### config.mk
export PLATFORM = sky130hd
export DESIGN_NAME = sarseq_top
export DESIGN_NICKNAME = d
export VERILOG_FILES = /design/src/include/sarseq_pkg.sv /design/src/sarseq_top.sv
export VERILOG_INCLUDE_DIRS = /design/src /design/src/include
export SDC_FILE = /design/constraint.sdc
export NUM_CORES = 1
export LEC_CHECK = 0
export BUFFER_PORTS_ARGS = -buffer_cell sky130_fd_sc_hd__buf_2
export CORE_MARGIN = 5
export CORE_UTILIZATION = 50
export DETAILED_ROUTE_END_ITERATION = 6
export PLACE_DENSITY = 0.89
export SYNTH_ARGS = -nofsm -noshare
export SYNTH_HDL_FRONTEND = slang
export SYNTH_SLANG_ARGS = --single-unit
### constraint.sdc
create_clock -name clk_sys -period 4 [get_ports clk_sys]
set_input_delay 0.6 -clock clk_sys [delete_from_list [all_inputs] [get_ports clk_sys]]
set_output_delay 0.6 -clock clk_sys [all_outputs]
set_load 0.03 [all_outputs]
### src/include/sarseq_regs.svh
`ifndef SARSEQ_REGS_SVH
`define SARSEQ_REGS_SVH

// register byte offsets
`define SARSEQ_OFS_RESULT 4'h0
`define SARSEQ_OFS_STATUS 4'h4
`define SARSEQ_OFS_CONTROL 4'h8
`define SARSEQ_OFS_DELAY 4'hC

// control register fields
`define SARSEQ_CTRL_PEND_BIT 6
`define SARSEQ_CTRL_IEN_BIT 5
`define SARSEQ_CTRL_PWR_BIT 3
`define SARSEQ_CTRL_CHAN_MSB 2
`define SARSEQ_CTRL_CHAN_LSB 0

// status register fields
`define SARSEQ_STAT_BUSY_BIT 0

// field widths and reset values
`define SARSEQ_RESULT_W 10
`define SARSEQ_DELAY_W 6
`define SARSEQ_CNT_W 7
`define SARSEQ_RESULT_RST 10'h000
`define SARSEQ_DELAY_RST 6'h00
`define SARSEQ_CHAN_RST 3'h0
`define SARSEQ_CNT_RST 7'h00

// extra converter clock periods between power-up and start
`define SARSEQ_PU_EXTRA 7'h02

`endif

### src/include/sarseq_pkg.sv
package sarseq_pkg;

    // sequencer states, one-hot
    typedef enum logic [4:0] {
        SARSEQ_OFF = 5'h01,
        SARSEQ_WAIT = 5'h02,
        SARSEQ_START = 5'h04,
        SARSEQ_CONV = 5'h08,
        SARSEQ_DONE = 5'h10
    } sarseq_state_type;

    // software-owned control fields
    typedef struct packed {
        logic int_pending;
        logic int_enable;
        logic power_up;
        logic [2:0] input_channel_select;
    } sarseq_ctrl_type;

    // apb request as seen by the slave
    typedef struct packed {
        logic psel;
        logic penable;
        logic pwrite;
        logic [3:0] paddr;
        logic [31:0] pwdata;
    } sarseq_apb_req_type;

endpackage : sarseq_pkg

### src/sarseq_top.sv
`timescale 1ns/1ps
// What this block does
// - start only on one converter clock edge
// - capture result on rising end-of-conversion
// - result register: 10 bits, upper zero
// - status bit 0 shows conversion busy
// - pending flag set when conversion ends
// - writing 0 clears pending flag
// - control bit 3 powers converter up
// - start comes delay plus two periods later
// - control bits 2:0 pick the input
// - delay register six bits, reset zero
// - control bit 5 enables the interrupt
`include "sarseq_regs.svh"

module sarseq_top
    import sarseq_pkg::*;
(
    input wire logic clk_sys,
    input wire logic rst_n,
    input wire logic psel,
    input wire logic penable,
    input wire logic pwrite,
    input wire logic [3:0] paddr,
    input wire logic [31:0] pwdata,
    output logic [31:0] prdata,
    output logic pready,
    output logic pslverr,
    input wire logic converter_clock_input,
    input wire logic adc_eoc,
    input wire logic [9:0] adc_dout,
    output logic adc_start,
    output logic adc_power_up,
    output logic [2:0] input_channel_select,
    output logic adc_irq
);

    logic [1:0] rst_sync_reg;
    logic rst_sync_n;
    logic [1:0] clk_sync_reg;
    logic [1:0] eoc_sync_reg;
    logic [9:0] dout_meta_reg;
    logic [9:0] dout_sync_reg;
    logic clk_prev_reg;
    logic eoc_prev_reg;
    logic conv_rise;
    logic eoc_rise;
    sarseq_apb_req_type req;
    sarseq_ctrl_type ctrl_reg, ctrl_next;
    sarseq_state_type state_reg, state_next;
    logic [`SARSEQ_DELAY_W-1:0] delay_reg, delay_next;
    logic [`SARSEQ_CNT_W-1:0] cnt_reg, cnt_next;
    logic [`SARSEQ_RESULT_W-1:0] result_reg, result_next;
    logic start_reg, start_next;
    logic [31:0] prdata_reg, prdata_next;
    logic busy;
    logic mapped;
    logic wr_ctrl;
    logic [`SARSEQ_CNT_W-1:0] start_count;

    // reset release through two flops
    always_ff @(posedge clk_sys or negedge rst_n) begin
        if (!rst_n) begin
            rst_sync_reg <= 2'h0;
        end else begin
            rst_sync_reg <= {rst_sync_reg[0], 1'b1};
        end
    end
    assign rst_sync_n = rst_sync_reg[1];

    // pin synchronisers and edge history
    always_ff @(posedge clk_sys or negedge rst_sync_n) begin
        if (!rst_sync_n) begin
            clk_sync_reg <= 2'h0;
            eoc_sync_reg <= 2'h0;
            dout_meta_reg <= 10'h000;
            dout_sync_reg <= 10'h000;
            clk_prev_reg <= 1'b0;
            eoc_prev_reg <= 1'b0;
        end else begin
            clk_sync_reg <= {clk_sync_reg[0], converter_clock_input};
            eoc_sync_reg <= {eoc_sync_reg[0], adc_eoc};
            dout_meta_reg <= adc_dout;
            dout_sync_reg <= dout_meta_reg;
            clk_prev_reg <= clk_sync_reg[1];
            eoc_prev_reg <= eoc_sync_reg[1];
        end
    end

    // edge detectors look at the second stage only
    assign conv_rise = clk_sync_reg[1] & ~clk_prev_reg;
    assign eoc_rise = eoc_sync_reg[1] & ~eoc_prev_reg;

    // bus decode
    assign req = '{psel: psel, penable: penable, pwrite: pwrite, paddr: paddr, pwdata: pwdata};
    assign mapped = (req.paddr == `SARSEQ_OFS_RESULT) || (req.paddr == `SARSEQ_OFS_STATUS) ||
                    (req.paddr == `SARSEQ_OFS_CONTROL) || (req.paddr == `SARSEQ_OFS_DELAY);
    assign wr_ctrl = req.psel && req.penable && req.pwrite && (req.paddr == `SARSEQ_OFS_CONTROL);
    assign busy = (state_reg == SARSEQ_START) || (state_reg == SARSEQ_CONV);
    assign start_count = {1'b0, delay_reg} + `SARSEQ_PU_EXTRA - 7'h01;

    // next state of registers and sequencer
    always_comb begin
        ctrl_next = ctrl_reg;
        delay_next = delay_reg;
        state_next = state_reg;
        cnt_next = cnt_reg;
        result_next = result_reg;
        start_next = start_reg;
        prdata_next = prdata_reg;
        // register writes in the access phase
        if (req.psel && req.penable && req.pwrite) begin
            if (req.paddr == `SARSEQ_OFS_CONTROL) begin
                ctrl_next.int_enable = req.pwdata[`SARSEQ_CTRL_IEN_BIT];
                ctrl_next.power_up = req.pwdata[`SARSEQ_CTRL_PWR_BIT];
                ctrl_next.input_channel_select =
                    req.pwdata[`SARSEQ_CTRL_CHAN_MSB:`SARSEQ_CTRL_CHAN_LSB];
                if (!req.pwdata[`SARSEQ_CTRL_PEND_BIT]) begin
                    ctrl_next.int_pending = 1'b0;
                end
            end else if (req.paddr == `SARSEQ_OFS_DELAY) begin
                delay_next = req.pwdata[`SARSEQ_DELAY_W-1:0];
            end
        end
        // sequencer, held off while powered down
        if (!ctrl_reg.power_up) begin
            state_next = SARSEQ_OFF;
            start_next = 1'b0;
            cnt_next = `SARSEQ_CNT_RST;
        end else begin
            unique case (state_reg)
                SARSEQ_OFF: begin
                    state_next = SARSEQ_WAIT;
                    cnt_next = conv_rise ? 7'h01 : `SARSEQ_CNT_RST;
                end
                SARSEQ_WAIT: begin
                    if (conv_rise) begin
                        if (cnt_reg == start_count) begin
                            start_next = 1'b1;
                            state_next = SARSEQ_START;
                        end else begin
                            cnt_next = cnt_reg + 7'h01;
                        end
                    end
                end
                SARSEQ_START, SARSEQ_CONV: begin
                    if (conv_rise) begin
                        start_next = 1'b0;
                    end
                    if (state_reg == SARSEQ_START && conv_rise) begin
                        state_next = SARSEQ_CONV;
                    end
                    if (eoc_rise) begin
                        result_next = dout_sync_reg;
                        ctrl_next.int_pending = 1'b1;
                        state_next = SARSEQ_DONE;
                    end
                end
                SARSEQ_DONE: begin
                    start_next = 1'b0;
                end
            endcase
        end
        // read data prepared in the setup phase
        if (req.psel && !req.penable && !req.pwrite) begin
            prdata_next = 32'h0000_0000;
            if (req.paddr == `SARSEQ_OFS_RESULT) begin
                prdata_next[`SARSEQ_RESULT_W-1:0] = result_reg;
            end else if (req.paddr == `SARSEQ_OFS_STATUS) begin
                prdata_next[`SARSEQ_STAT_BUSY_BIT] = busy;
            end else if (req.paddr == `SARSEQ_OFS_CONTROL) begin
                prdata_next[`SARSEQ_CTRL_PEND_BIT] = ctrl_reg.int_pending;
                prdata_next[`SARSEQ_CTRL_IEN_BIT] = ctrl_reg.int_enable;
                prdata_next[`SARSEQ_CTRL_PWR_BIT] = ctrl_reg.power_up;
                prdata_next[`SARSEQ_CTRL_CHAN_MSB:`SARSEQ_CTRL_CHAN_LSB] =
                    ctrl_reg.input_channel_select;
            end else if (req.paddr == `SARSEQ_OFS_DELAY) begin
                prdata_next[`SARSEQ_DELAY_W-1:0] = delay_reg;
            end
        end
    end

    // register stage
    always_ff @(posedge clk_sys or negedge rst_sync_n) begin
        if (!rst_sync_n) begin
            ctrl_reg <= '{int_pending: 1'b0, int_enable: 1'b0, power_up: 1'b0,
                          input_channel_select: `SARSEQ_CHAN_RST};
            delay_reg <= `SARSEQ_DELAY_RST;
            state_reg <= SARSEQ_OFF;
            cnt_reg <= `SARSEQ_CNT_RST;
            result_reg <= `SARSEQ_RESULT_RST;
            start_reg <= 1'b0;
            prdata_reg <= 32'h0000_0000;
        end else begin
            ctrl_reg <= ctrl_next;
            delay_reg <= delay_next;
            state_reg <= state_next;
            cnt_reg <= cnt_next;
            result_reg <= result_next;
            start_reg <= start_next;
            prdata_reg <= prdata_next;
        end
    end

    // outputs
    assign prdata = prdata_reg;
    assign pready = 1'b1;
    assign pslverr = req.psel && req.penable && !mapped;
    assign adc_start = start_reg;
    assign adc_power_up = ctrl_reg.power_up;
    assign input_channel_select = ctrl_reg.input_channel_select;
    assign adc_irq = ctrl_reg.int_pending && ctrl_reg.int_enable;
endmodule : sarseq_top

==> results of run 1 <==
[routing by layer]
layer / track usage [%] / vias to the layer above / part of all wire [%]
met5: 0 / - / 0
met1: 21.0 / 1116 / 41
met2: 26.3 / 68 / 51
met4: 6.60 / 0 / 1.9
met3: 4.96 / 12 / 5.8
li1: - / 1055 / -
[worst reg2reg max path: stages (launching register included)]
cell and delay [ps]:
dfrtp_1 470, ha_1 320, and3_1 190, a22oi_1 180, o221ai_1 150, a31oi_1 720
a21oi_1 180, a211o_1 300
[path summary, 6_finish.rpt]
kind | cells past startpoint | end | slack, ps
min in group clk_sys | 1 | dout_meta_reg[7]$_DFF_PN0_ | 340
max in group asynchronous | 1 | state_reg[3]$_DFFE_PN0P_ | 2710
worst min-delay path | 1 | rst_sync_reg[1]$_DFF_PN0_ | 20
worst max register to register | 7 | cnt_reg[2]$_DFFE_PN0P_ | 1380
worst min register to register | 0 | clk_sync_reg[1]$_DFF_PN0_ | 350
worst max-delay path | 7 | cnt_reg[2]$_DFFE_PN0P_ | 1380
[power breakdown]
group	switching (mW)	internal, mW	total (mW)
combinational	0.112	0.0631	0.175
clock	0.302	0.235	0.537
sequential	0.0441	0.774	0.818
total	0.458	1.07	1.53
[layout make-up]
| cell class | count | area share (%) |
|---|---|---|
| Inverter | 1 | 0.103 |
| Clock inverter | 7 | 1.65 |
| Multi-Input combinational cell | 200 | 35.9 |
| Clock buffer | 9 | 3.39 |
| Tap cell | 77 | 2.64 |
| Timing Repair Buffer | 45 | 6.24 |
| Sequential cell | 73 | 50.1 |
[cell usage in the layout (no fill, tap or decap), types with 6 or more instances in the layout]
cell type / n
dfrtp_1: 71
buf_2: 44
nand2_1: 39
mux2_2: 25
conb_1: 24
o21ai_0: 11
nor2_1: 9
clkbuf_8: 9
a21oi_1: 8
nor3_1: 6
o31ai_1: 6
a22oi_1: 6
[cells by family (layout without fill, tap and decap cells)]
logic type	after synthesis	in the layout	share of synthesized area [%]
buffers and inverters	39	62	7.68
adders and majority gates	2	2	0.756
muxes	27	27	9.49
xor gates and xnor gates	8	8	2.12
and+or+nand+nor	90	90	13.8
other	2	24	0.227
DFF	73	73	55.3
AOI/OAI and AO/OA	49	49	10.7
[metrics by stage]
stage / hold slack, ps / total power, mW / setup WS [ps]
6_report: 22.0 / 1.53 / 1380
5_1_grt: 1.09 / 1.60 / 1200
4_1_cts: 3.04 / 1.54 / 1430
3_5_place_dp: 336 / 1.01 / 1430
3_3_place_gp: 331 / 0.998 / 1530
2_1_floorplan: 304 / 0.978 / 1820
==> flow_metrics.env, run 1 <==
export IMPL_htree_levels=3
export IMPL_n_fill_cell=506
export IMPL_fmax_mhz=382
export IMPL_area_delta_synth_final_pct=10.3
export IMPL_viasPerCell=5.46
export IMPL_routabilityCongestion=0.824
export IMPL_drive_gt1_share_pct=29.3
export IMPL_n_antenna_cell=0
export IMPL_end_kind="register"
export IMPL_synth_top_area_cell="dfrtp_1"
export IMPL_synth_cells=290
export IMPL_ctsRootBufferMaster="clkbuf_8"
export IMPL_yosys_warnings=0
export IMPL_synth_enable_flop_cells=0
export IMPL_dieArea_sq_um=8340
export IMPL_firstDrtPassIters=4
export IMPL_initial_core_util_pct=51.8
export IMPL_grt_usage_pct=16.5
export IMPL_detail_route_wl_per_cell_um=15.9
export IMPL_post_cts_resized=0
export IMPL_grt_pass1_vias=2196
export IMPL_grt_setup_unrepaired="false"
export IMPL_worst_pin_slew_ps=902
export IMPL_relSlewSlack_pct=39.6
export IMPL_slowest_delay_ps=720
export IMPL_power_density_nw_per_um2=420
export IMPL_path_class="register to register"
export IMPL_synth_seq_cells=73
export IMPL_initialDrtViolationCount=208
export IMPL_status="completed"
export IMPL_regArea_sq_um=1830
export IMPL_core_sq_um=6390
export IMPL_hold_class="primary input to async pin"
export IMPL_worst_endpoint_required_ps=4240
export IMPL_cp_max_fo=12
export IMPL_maxCapViolations=0
export IMPL_io_buffers=44
export IMPL_cts_hold_buf=0
export IMPL_critPathTopFamily="compound AO/OA/AOI/OAI gates"
export IMPL_clk_pin_slew_ps=80
export IMPL_yosysMostFrequentCell="dfrtp_1"
export IMPL_grt_pass1_wl_mm=11.0
export IMPL_cts_tree="built"
export IMPL_synthTopCellsByCount="dfrtp_1, nand2_1, buf_4"
export IMPL_path_buf_inv=0
export IMPL_clock_sinks=73
export IMPL_dp_final_hpwl_mm=4.79
export IMPL_worstSkewPairLatency_ps=350
export IMPL_period_minus_slack_ps=2620
export IMPL_drc_errors=0
export IMPL_grt_start_max_net_pins=41
export IMPL_yosysSeqAreaShare_pct=55.3
export IMPL_drt_total_wl_mm=6.55
export IMPL_synth_area_leaders="dfrtp_1, mux2_2, buf_4"
export IMPL_skew_ps=10.1
export IMPL_vias=2251
export IMPL_start_kind="register"
export IMPL_rows=29
export IMPL_crit_path_start="delay_reg[0]$_DFFE_PN0P_"
export IMPL_placed_area_sq_um=3470
export IMPL_die_w_um=91.3
export IMPL_synthArstFlopShare_pct=100
export IMPL_synthFlopType="dfrtp_1"
export IMPL_hold_violations=0
export IMPL_antenna_left=0
export IMPL_maxSlewViolCount=0
export IMPL_clockBufferDepth=2
export IMPL_synth_cell_types=55
export IMPL_slowest_stage="a31oi_1"
export IMPL_num_nets_final=385
export IMPL_fin_cells=412
export IMPL_multi_input_area_sq_um=1310
export IMPL_grt_overflow=0
export IMPL_tns_ps=0
export IMPL_p_leak_nw=1.79
export IMPL_yosysTopAreaCellShare_pct=54.5
export IMPL_syn_area_sq_um=3310
export IMPL_finalInstanceArea_sq_um=3650
export IMPL_reg2reg_from="delay_reg[0]$_DFFE_PN0P_"
export IMPL_die_y_um=91.3
export IMPL_crit_arrival_ps=2850
export IMPL_dpl_cell_count=396
export IMPL_post_route_util_pct=57.2
export IMPL_ir_drop_uv=349
export IMPL_setup_viol=0
export IMPL_antenna_found_initial=0
export IMPL_cts_buffers=9
export IMPL_ioPinCount=93
export IMPL_period_share_pct=65.4
export IMPL_path_cells="ha_1 -> and3_1 -> a22oi_1 -> o221ai_1 -> a31oi_1 -> a21oi_1 -> a211o_1"
export IMPL_avgSynthCellArea_sq_um=11.4
export IMPL_post_cts_setup_buffers=0
Power figures use the tool's default switching activity.
==> inputs of run 2 (changes only) <==
--- a/config.mk
+++ b/config.mk
@@ -8,9 +8,9 @@
 export LEC_CHECK = 0
 export BUFFER_PORTS_ARGS = -buffer_cell sky130_fd_sc_hd__buf_2
 export CORE_MARGIN = 5
-export CORE_UTILIZATION = 50
+export CORE_UTILIZATION = 47
 export DETAILED_ROUTE_END_ITERATION = 6
-export PLACE_DENSITY = 0.89
+export PLACE_DENSITY = 0.88
 export SYNTH_ARGS = -nofsm -noshare
 export SYNTH_HDL_FRONTEND = slang
 export SYNTH_SLANG_ARGS = --single-unit
==> constraint.sdc (replaced) <==
create_clock -name clk_sys -period 2.3 [get_ports clk_sys]
set_input_delay 0.345 -clock clk_sys [delete_from_list [all_inputs] [get_ports clk_sys]]
set_output_delay 0.345 -clock clk_sys [all_outputs]
set_load 0.03 [all_outputs]
==> run 2 against run 1 <==
  * First-iteration DRC count fell by 24%
  * Cell area increased by 3.9%
  * Via count up 0.98%
  * Register-to-register slack worse by 1300 ps
  * Die area up 5.7%
  * Non-clock buffer count rose by 11
  * Hold slack better by 75 ps
  * Highest routed layer unchanged
==> flow_metrics.env, run 2 (synthesized netlist as in run 1, its figures left out) <==
export IMPL_grt_usage_pct=15.2
export IMPL_hold_violations=0
export IMPL_skew_ps=12.4
export IMPL_crit_arrival_ps=2430
export IMPL_grt_pass1_vias=2129
export IMPL_p_comb_share_pct=12.5
export IMPL_layout_commonest_cell="dfrtp_1"
export IMPL_fmax_mhz=456
export IMPL_firstDrtPassIters=4
export IMPL_drc_errors=0
export IMPL_worst_endpoint_required_ps=2540
export IMPL_grt_setup_unrepaired="false"
export IMPL_switchingPower_uw=786
export IMPL_ctsRootBufferMaster="clkbuf_8"
export IMPL_num_nets_final=396
export IMPL_antenna_left=0
export IMPL_hold_class="primary input to register"
export IMPL_core_sq_um=6830
export IMPL_total_power_mw=2.77
export IMPL_period_minus_slack_ps=2190
export IMPL_regArea_sq_um=1830
export IMPL_status="completed"
export IMPL_end_kind="register"
export IMPL_start_kind="register"
export IMPL_drt_total_wl_mm=6.48
export IMPL_initial_core_util_pct=48.4
export IMPL_cts_buffers=9
export IMPL_clockBufferDepth=2
export IMPL_area_delta_synth_final_pct=14.7
export IMPL_final_cell_mix="dfrtp_1, buf_2, nand2_1"
export IMPL_ir_drop_uv=637
export IMPL_dieArea_sq_um=8820
export IMPL_worstSkewPairLatency_ps=350
export IMPL_period_share_pct=95.4
export IMPL_maxSlewViolCount=0
export IMPL_ioPinCount=93
export IMPL_whs_ps=96.8
export IMPL_vias=2273
export IMPL_p_seq_share_pct=50.7
export IMPL_grt_start_max_net_pins=60
export IMPL_routabilityCongestion=0.848
export IMPL_slowest_delay_ps=460
export IMPL_n_antenna_cell=0
export IMPL_cts_tree="built"
export IMPL_maxCapViolations=0
export IMPL_p_int_mw=1.99
export IMPL_clock_sinks=73
export IMPL_grt_overflow=0
export IMPL_antenna_found_initial=0
export IMPL_io_buffers=44
export IMPL_clk_pin_slew_ps=80
export IMPL_power_density_nw_per_um2=731
export IMPL_initialDrtViolationCount=159
export IMPL_path_cells="ha_1 -> xnor2_1 -> nand2_1 -> a311oi_2 -> a31oi_1 -> buf_4 -> and3_2 -> a211o_1"
export IMPL_die_w_um=93.9
export IMPL_path_class="register to register"
export IMPL_n_fill_cell=567
export IMPL_viasPerCell=5.14
export IMPL_p_leak_nw=1.87
export IMPL_grt_pass1_wl_mm=10.3
export IMPL_multi_input_area_sq_um=1310
export IMPL_detail_route_wl_per_cell_um=14.7
export IMPL_dp_final_hpwl_mm=4.71
export IMPL_htree_levels=3
export IMPL_die_y_um=93.9
export IMPL_cp_max_fo=12
export IMPL_tns_ps=0
export IMPL_setup_viol=0
export IMPL_slowest_stage="dfrtp_1"
export IMPL_p_clk_share_pct=36.8
export IMPL_drive_gt1_share_pct=31.5
export IMPL_rows=30
export IMPL_swShare_pct=28.3
## run 2: changes by cell type in the layout (fill, tap and decap cells not counted), sizes merged
| cell | previous run | this run |
|---|---|---|
| bufinv | 0 | 1 |
| clkinv | 0 | 3 |
| dlygate4sd3 | 0 | 1 |
| clkinvlp | 3 | 0 |
| inv | 5 | 4 |
| buf | 45 | 55 |
## run 2: path summary, 6_finish.rpt
check / start / end / slack (ps) / cells past startpoint
setup / recovery: delay_reg[1]$_DFFE_PN0P_ / cnt_reg[2]$_DFFE_PN0P_ / 110 / 8
hold / removal: adc_dout[2] / dout_meta_reg[2]$_DFF_PN0_ / 100 / 1
setup reg to reg: delay_reg[1]$_DFFE_PN0P_ / cnt_reg[2]$_DFFE_PN0P_ / 110 / 8
hold reg to reg: rst_sync_reg[1]$_DFF_PN0_ / cnt_reg[0]$_DFFE_PN0P_ / 160 / 0
max in group asynchronous: rst_sync_reg[1]$_DFF_PN0_ / dout_sync_reg[2]$_DFF_PN0_ / 1550 / 1
min in group asynchronous: rst_sync_reg[1]$_DFF_PN0_ / cnt_reg[0]$_DFFE_PN0P_ / 160 / 0
## run 2: critical path, delay by kind of cell, from the launching register on
family,cells,cell delay [ps]
AO/OA/AOI/OAI,3,640
adder cells (fa/ha/maj),1,330
buffers and inverters,1,190
AND/OR/NAND/NOR,2,290
flip-flops,1,460
XOR/XNOR,1,180
## run 2: per-layer routing
metal | routed length (um) | share of wire (%) | vias to the layer above | GRT usage, %
li1 | - | - | 1074 | -
met1 | 2740 | 42 | 1104 | 19.1
met2 | 3220 | 50 | 82 | 24.9
met3 | 377 | 5.8 | 13 | 2.72
met4 | 145 | 2.2 | 0 | 8.18
met5 | 0 | 0 | - | 0
## run 2: what timing repair did
item / in CTS / in global routing
setup endpoints to repair: 0 / 6
gates resized for setup: 0 / 1
buffers inserted: 0 / 0
hold buffers: 1 / 0
hold endpoints to repair: 2 / 0
## run 2: cell type report
type | count | area share [%]
clock buffer | 9 | 3.27
clock inverter | 7 | 2.04
inverter | 1 | 0.0989
multi-input combinational | 200 | 34.6
sequential | 73 | 48.2
tap | 96 | 3.17
timing repair buffer | 56 | 8.58
## run 2: power by group through the flow
| stage | clock network [mW] | registers [mW] | logic (mW) |
|---|---|---|---|
| final | 1.02 | 1.41 | 0.347 |
| after global routing | 1.08 | 1.42 | 0.378 |
| after CTS | 1.03 | 1.41 | 0.345 |
| after detailed placement | 0 | 1.43 | 0.339 |
| after global placement | 0 | 1.43 | 0.327 |
| after floorplan | 0 | 1.44 | 0.259 |
## run 2: metrics by stage
step                setup WS [ps]  instance area (sq um)  cells  utilization [%]
floorplan                     118                   3390    312                -
global placement              180                   3580    425             52.4
detailed placement            117                   3580    425             52.4
CTS                           117                   3790    442             55.5
global route                0.788                   3790    442             55.5
finish                        106                   3790    442             55.5
==> inputs of run 3 (changes only) <==
--- a/config.mk
+++ b/config.mk
@@ -7,10 +7,10 @@
 export NUM_CORES = 1
 export LEC_CHECK = 0
 export BUFFER_PORTS_ARGS = -buffer_cell sky130_fd_sc_hd__buf_2
-export CORE_MARGIN = 5
+export CORE_MARGIN = 1
 export CORE_UTILIZATION = 47
 export DETAILED_ROUTE_END_ITERATION = 6
-export PLACE_DENSITY = 0.88
+export PLACE_DENSITY_LB_ADDON = 0.1
 export SYNTH_ARGS = -nofsm -noshare
 export SYNTH_HDL_FRONTEND = slang
 export SYNTH_SLANG_ARGS = --single-unit
==> run 3 against run 2 <==
  * Total power down 2.9%
  * Sequential share of layout area is 0.61 points lower
  * Die area decreased by 16%
  * Flip-flop and latch count stayed put
==> flow_metrics.env, run 3 (synthesized netlist as in run 1, its figures left out) <==
export IMPL_status="completed"
export IMPL_tns_ps=0
export IMPL_grt_pass1_wl_mm=10.0
export IMPL_end_kind="register"
export IMPL_num_nets_final=400
export IMPL_vias=2245
export IMPL_whs_ps=102
export IMPL_grt_overflow=0
export IMPL_cts_tree="built"
export IMPL_htree_levels=3
export IMPL_worst_endpoint_required_ps=2530
export IMPL_final_cell_mix="dfrtp_1, buf_2, nand2_1"
export IMPL_start_kind="register"
export IMPL_pre_cts_slack_ps=62.9
export IMPL_die_y_um=85.9
export IMPL_core_sq_um=6790
export IMPL_maxSlewViolCount=0
export IMPL_p_leak_nw=1.87
export IMPL_die_w_um=85.9
export IMPL_drc_errors=0
export IMPL_grt_usage_pct=18.0
export IMPL_period_minus_slack_ps=2190
export IMPL_clock_sinks=73
export IMPL_maxCapViolations=0
export IMPL_antenna_left=0
export IMPL_total_power_mw=2.69
export IMPL_antenna_found_initial=0
export IMPL_drive_gt1_share_pct=34.0
export IMPL_hold_violations=0
export IMPL_dieArea_sq_um=7380
export IMPL_io_buffers=44
export IMPL_grt_setup_unrepaired="false"
export IMPL_initial_core_util_pct=48.7
export IMPL_cp_max_fo=7
export IMPL_period_share_pct=95.2
export IMPL_routabilityCongestion=0.782
export IMPL_grt_pass1_vias=2030
export IMPL_power_density_nw_per_um2=700
export IMPL_worstSkewPairLatency_ps=340
export IMPL_firstDrtPassIters=4
export IMPL_skew_ps=8.85
export IMPL_setup_viol=0
export IMPL_viasPerCell=5.03
export IMPL_n_antenna_cell=0
export IMPL_clockBufferDepth=2
export IMPL_hold_class="primary input to register"
export IMPL_fmax_mhz=457
export IMPL_layout_commonest_cell="dfrtp_1"
export IMPL_clk_pin_slew_ps=90
export IMPL_path_class="register to register"
export IMPL_final_setup_worst_slack_ps=111
export IMPL_grt_start_max_net_pins=53
export IMPL_n_fill_cell=604
export IMPL_cts_buffers=9
export IMPL_initialDrtViolationCount=120
export IMPL_rows=30
export IMPL_area_delta_synth_final_pct=16.3
export IMPL_dp_final_hpwl_mm=4.27
export IMPL_ctsRootBufferMaster="clkbuf_8"
export IMPL_detail_route_wl_per_cell_um=13.7
export IMPL_post_route_util_pct=56.6
export IMPL_ir_drop_uv=519
export IMPL_drt_total_wl_mm=6.13
export IMPL_crit_arrival_ps=2410
export IMPL_ioPinCount=93
## run 3: metal layers
metal  wire (um)  vias to the layer above  global-route usage (%)
met5           0                        -                       0
met4          70                        0                    8.18
met3         171                        6                    3.46
met2        2850                       48                    25.8
met1        3030                     1111                    26.5
li1            -                     1080                       -
## run 3: cell type report
type	count	area (sq um)	area share, %
Sequential cell	73	1830	47.6
Inverter	1	3.75	0.0976
Clock buffer	9	124	3.22
Tap cell	96	120	3.12
Multi-Input combinational cell	200	1360	35.3
Clock inverter	7	58.8	1.53
Timing Repair Buffer	60	353	9.17
## run 3: critical path, cell delays in order (launching register included)
cell	delay, ps
dfrtp_1	350
buf_4	160
nand2_1	110
or3_1	430
a311oi_4	290
a31oi_2	150
buf_2	180
and3_2	190
a211o_1	220
## run 3: per-stage QoR
step / cell area (sq um) / cells
after global placement: 3580 / 426
after CTS: 3780 / 443
final: 3850 / 446
after floorplan: 3390 / 312
after detailed placement: 3580 / 426
after global routing: 3850 / 446
## run 3: power by group
group          internal, mW  switching (mW)
sequential             1.35          0.0599
clock                 0.408           0.512
combinational         0.140           0.225
total                  1.90           0.797
## run 3: repair_timing
item | 4_1_cts | 5_1_grt
setup endpoints to repair | 0 | 7
buffers inserted | 0 | 2
endpoints found under the hold margin | 2 | 0
resized for setup | 0 | 10
hold buffers | 1 | 0
## run 3: final timing paths
check	end	depth (start not counted)	startpoint	slack [ps]
worst max-delay path	cnt_reg[2]$_DFFE_PN0P_	8	delay_reg[0]$_DFFE_PN0P_	110
max in group asynchronous	delay_reg[1]$_DFFE_PN0P_	1	rst_sync_reg[1]$_DFF_PN0_	1440
worst max register to register	cnt_reg[2]$_DFFE_PN0P_	8	delay_reg[0]$_DFFE_PN0P_	110
worst min register to register	clk_prev_reg$_DFF_PN0_	0	rst_sync_reg[1]$_DFF_PN0_	220
min in group asynchronous	clk_prev_reg$_DFF_PN0_	0	rst_sync_reg[1]$_DFF_PN0_	220
worst min-delay path	dout_meta_reg[7]$_DFF_PN0_	1	adc_dout[7]	100
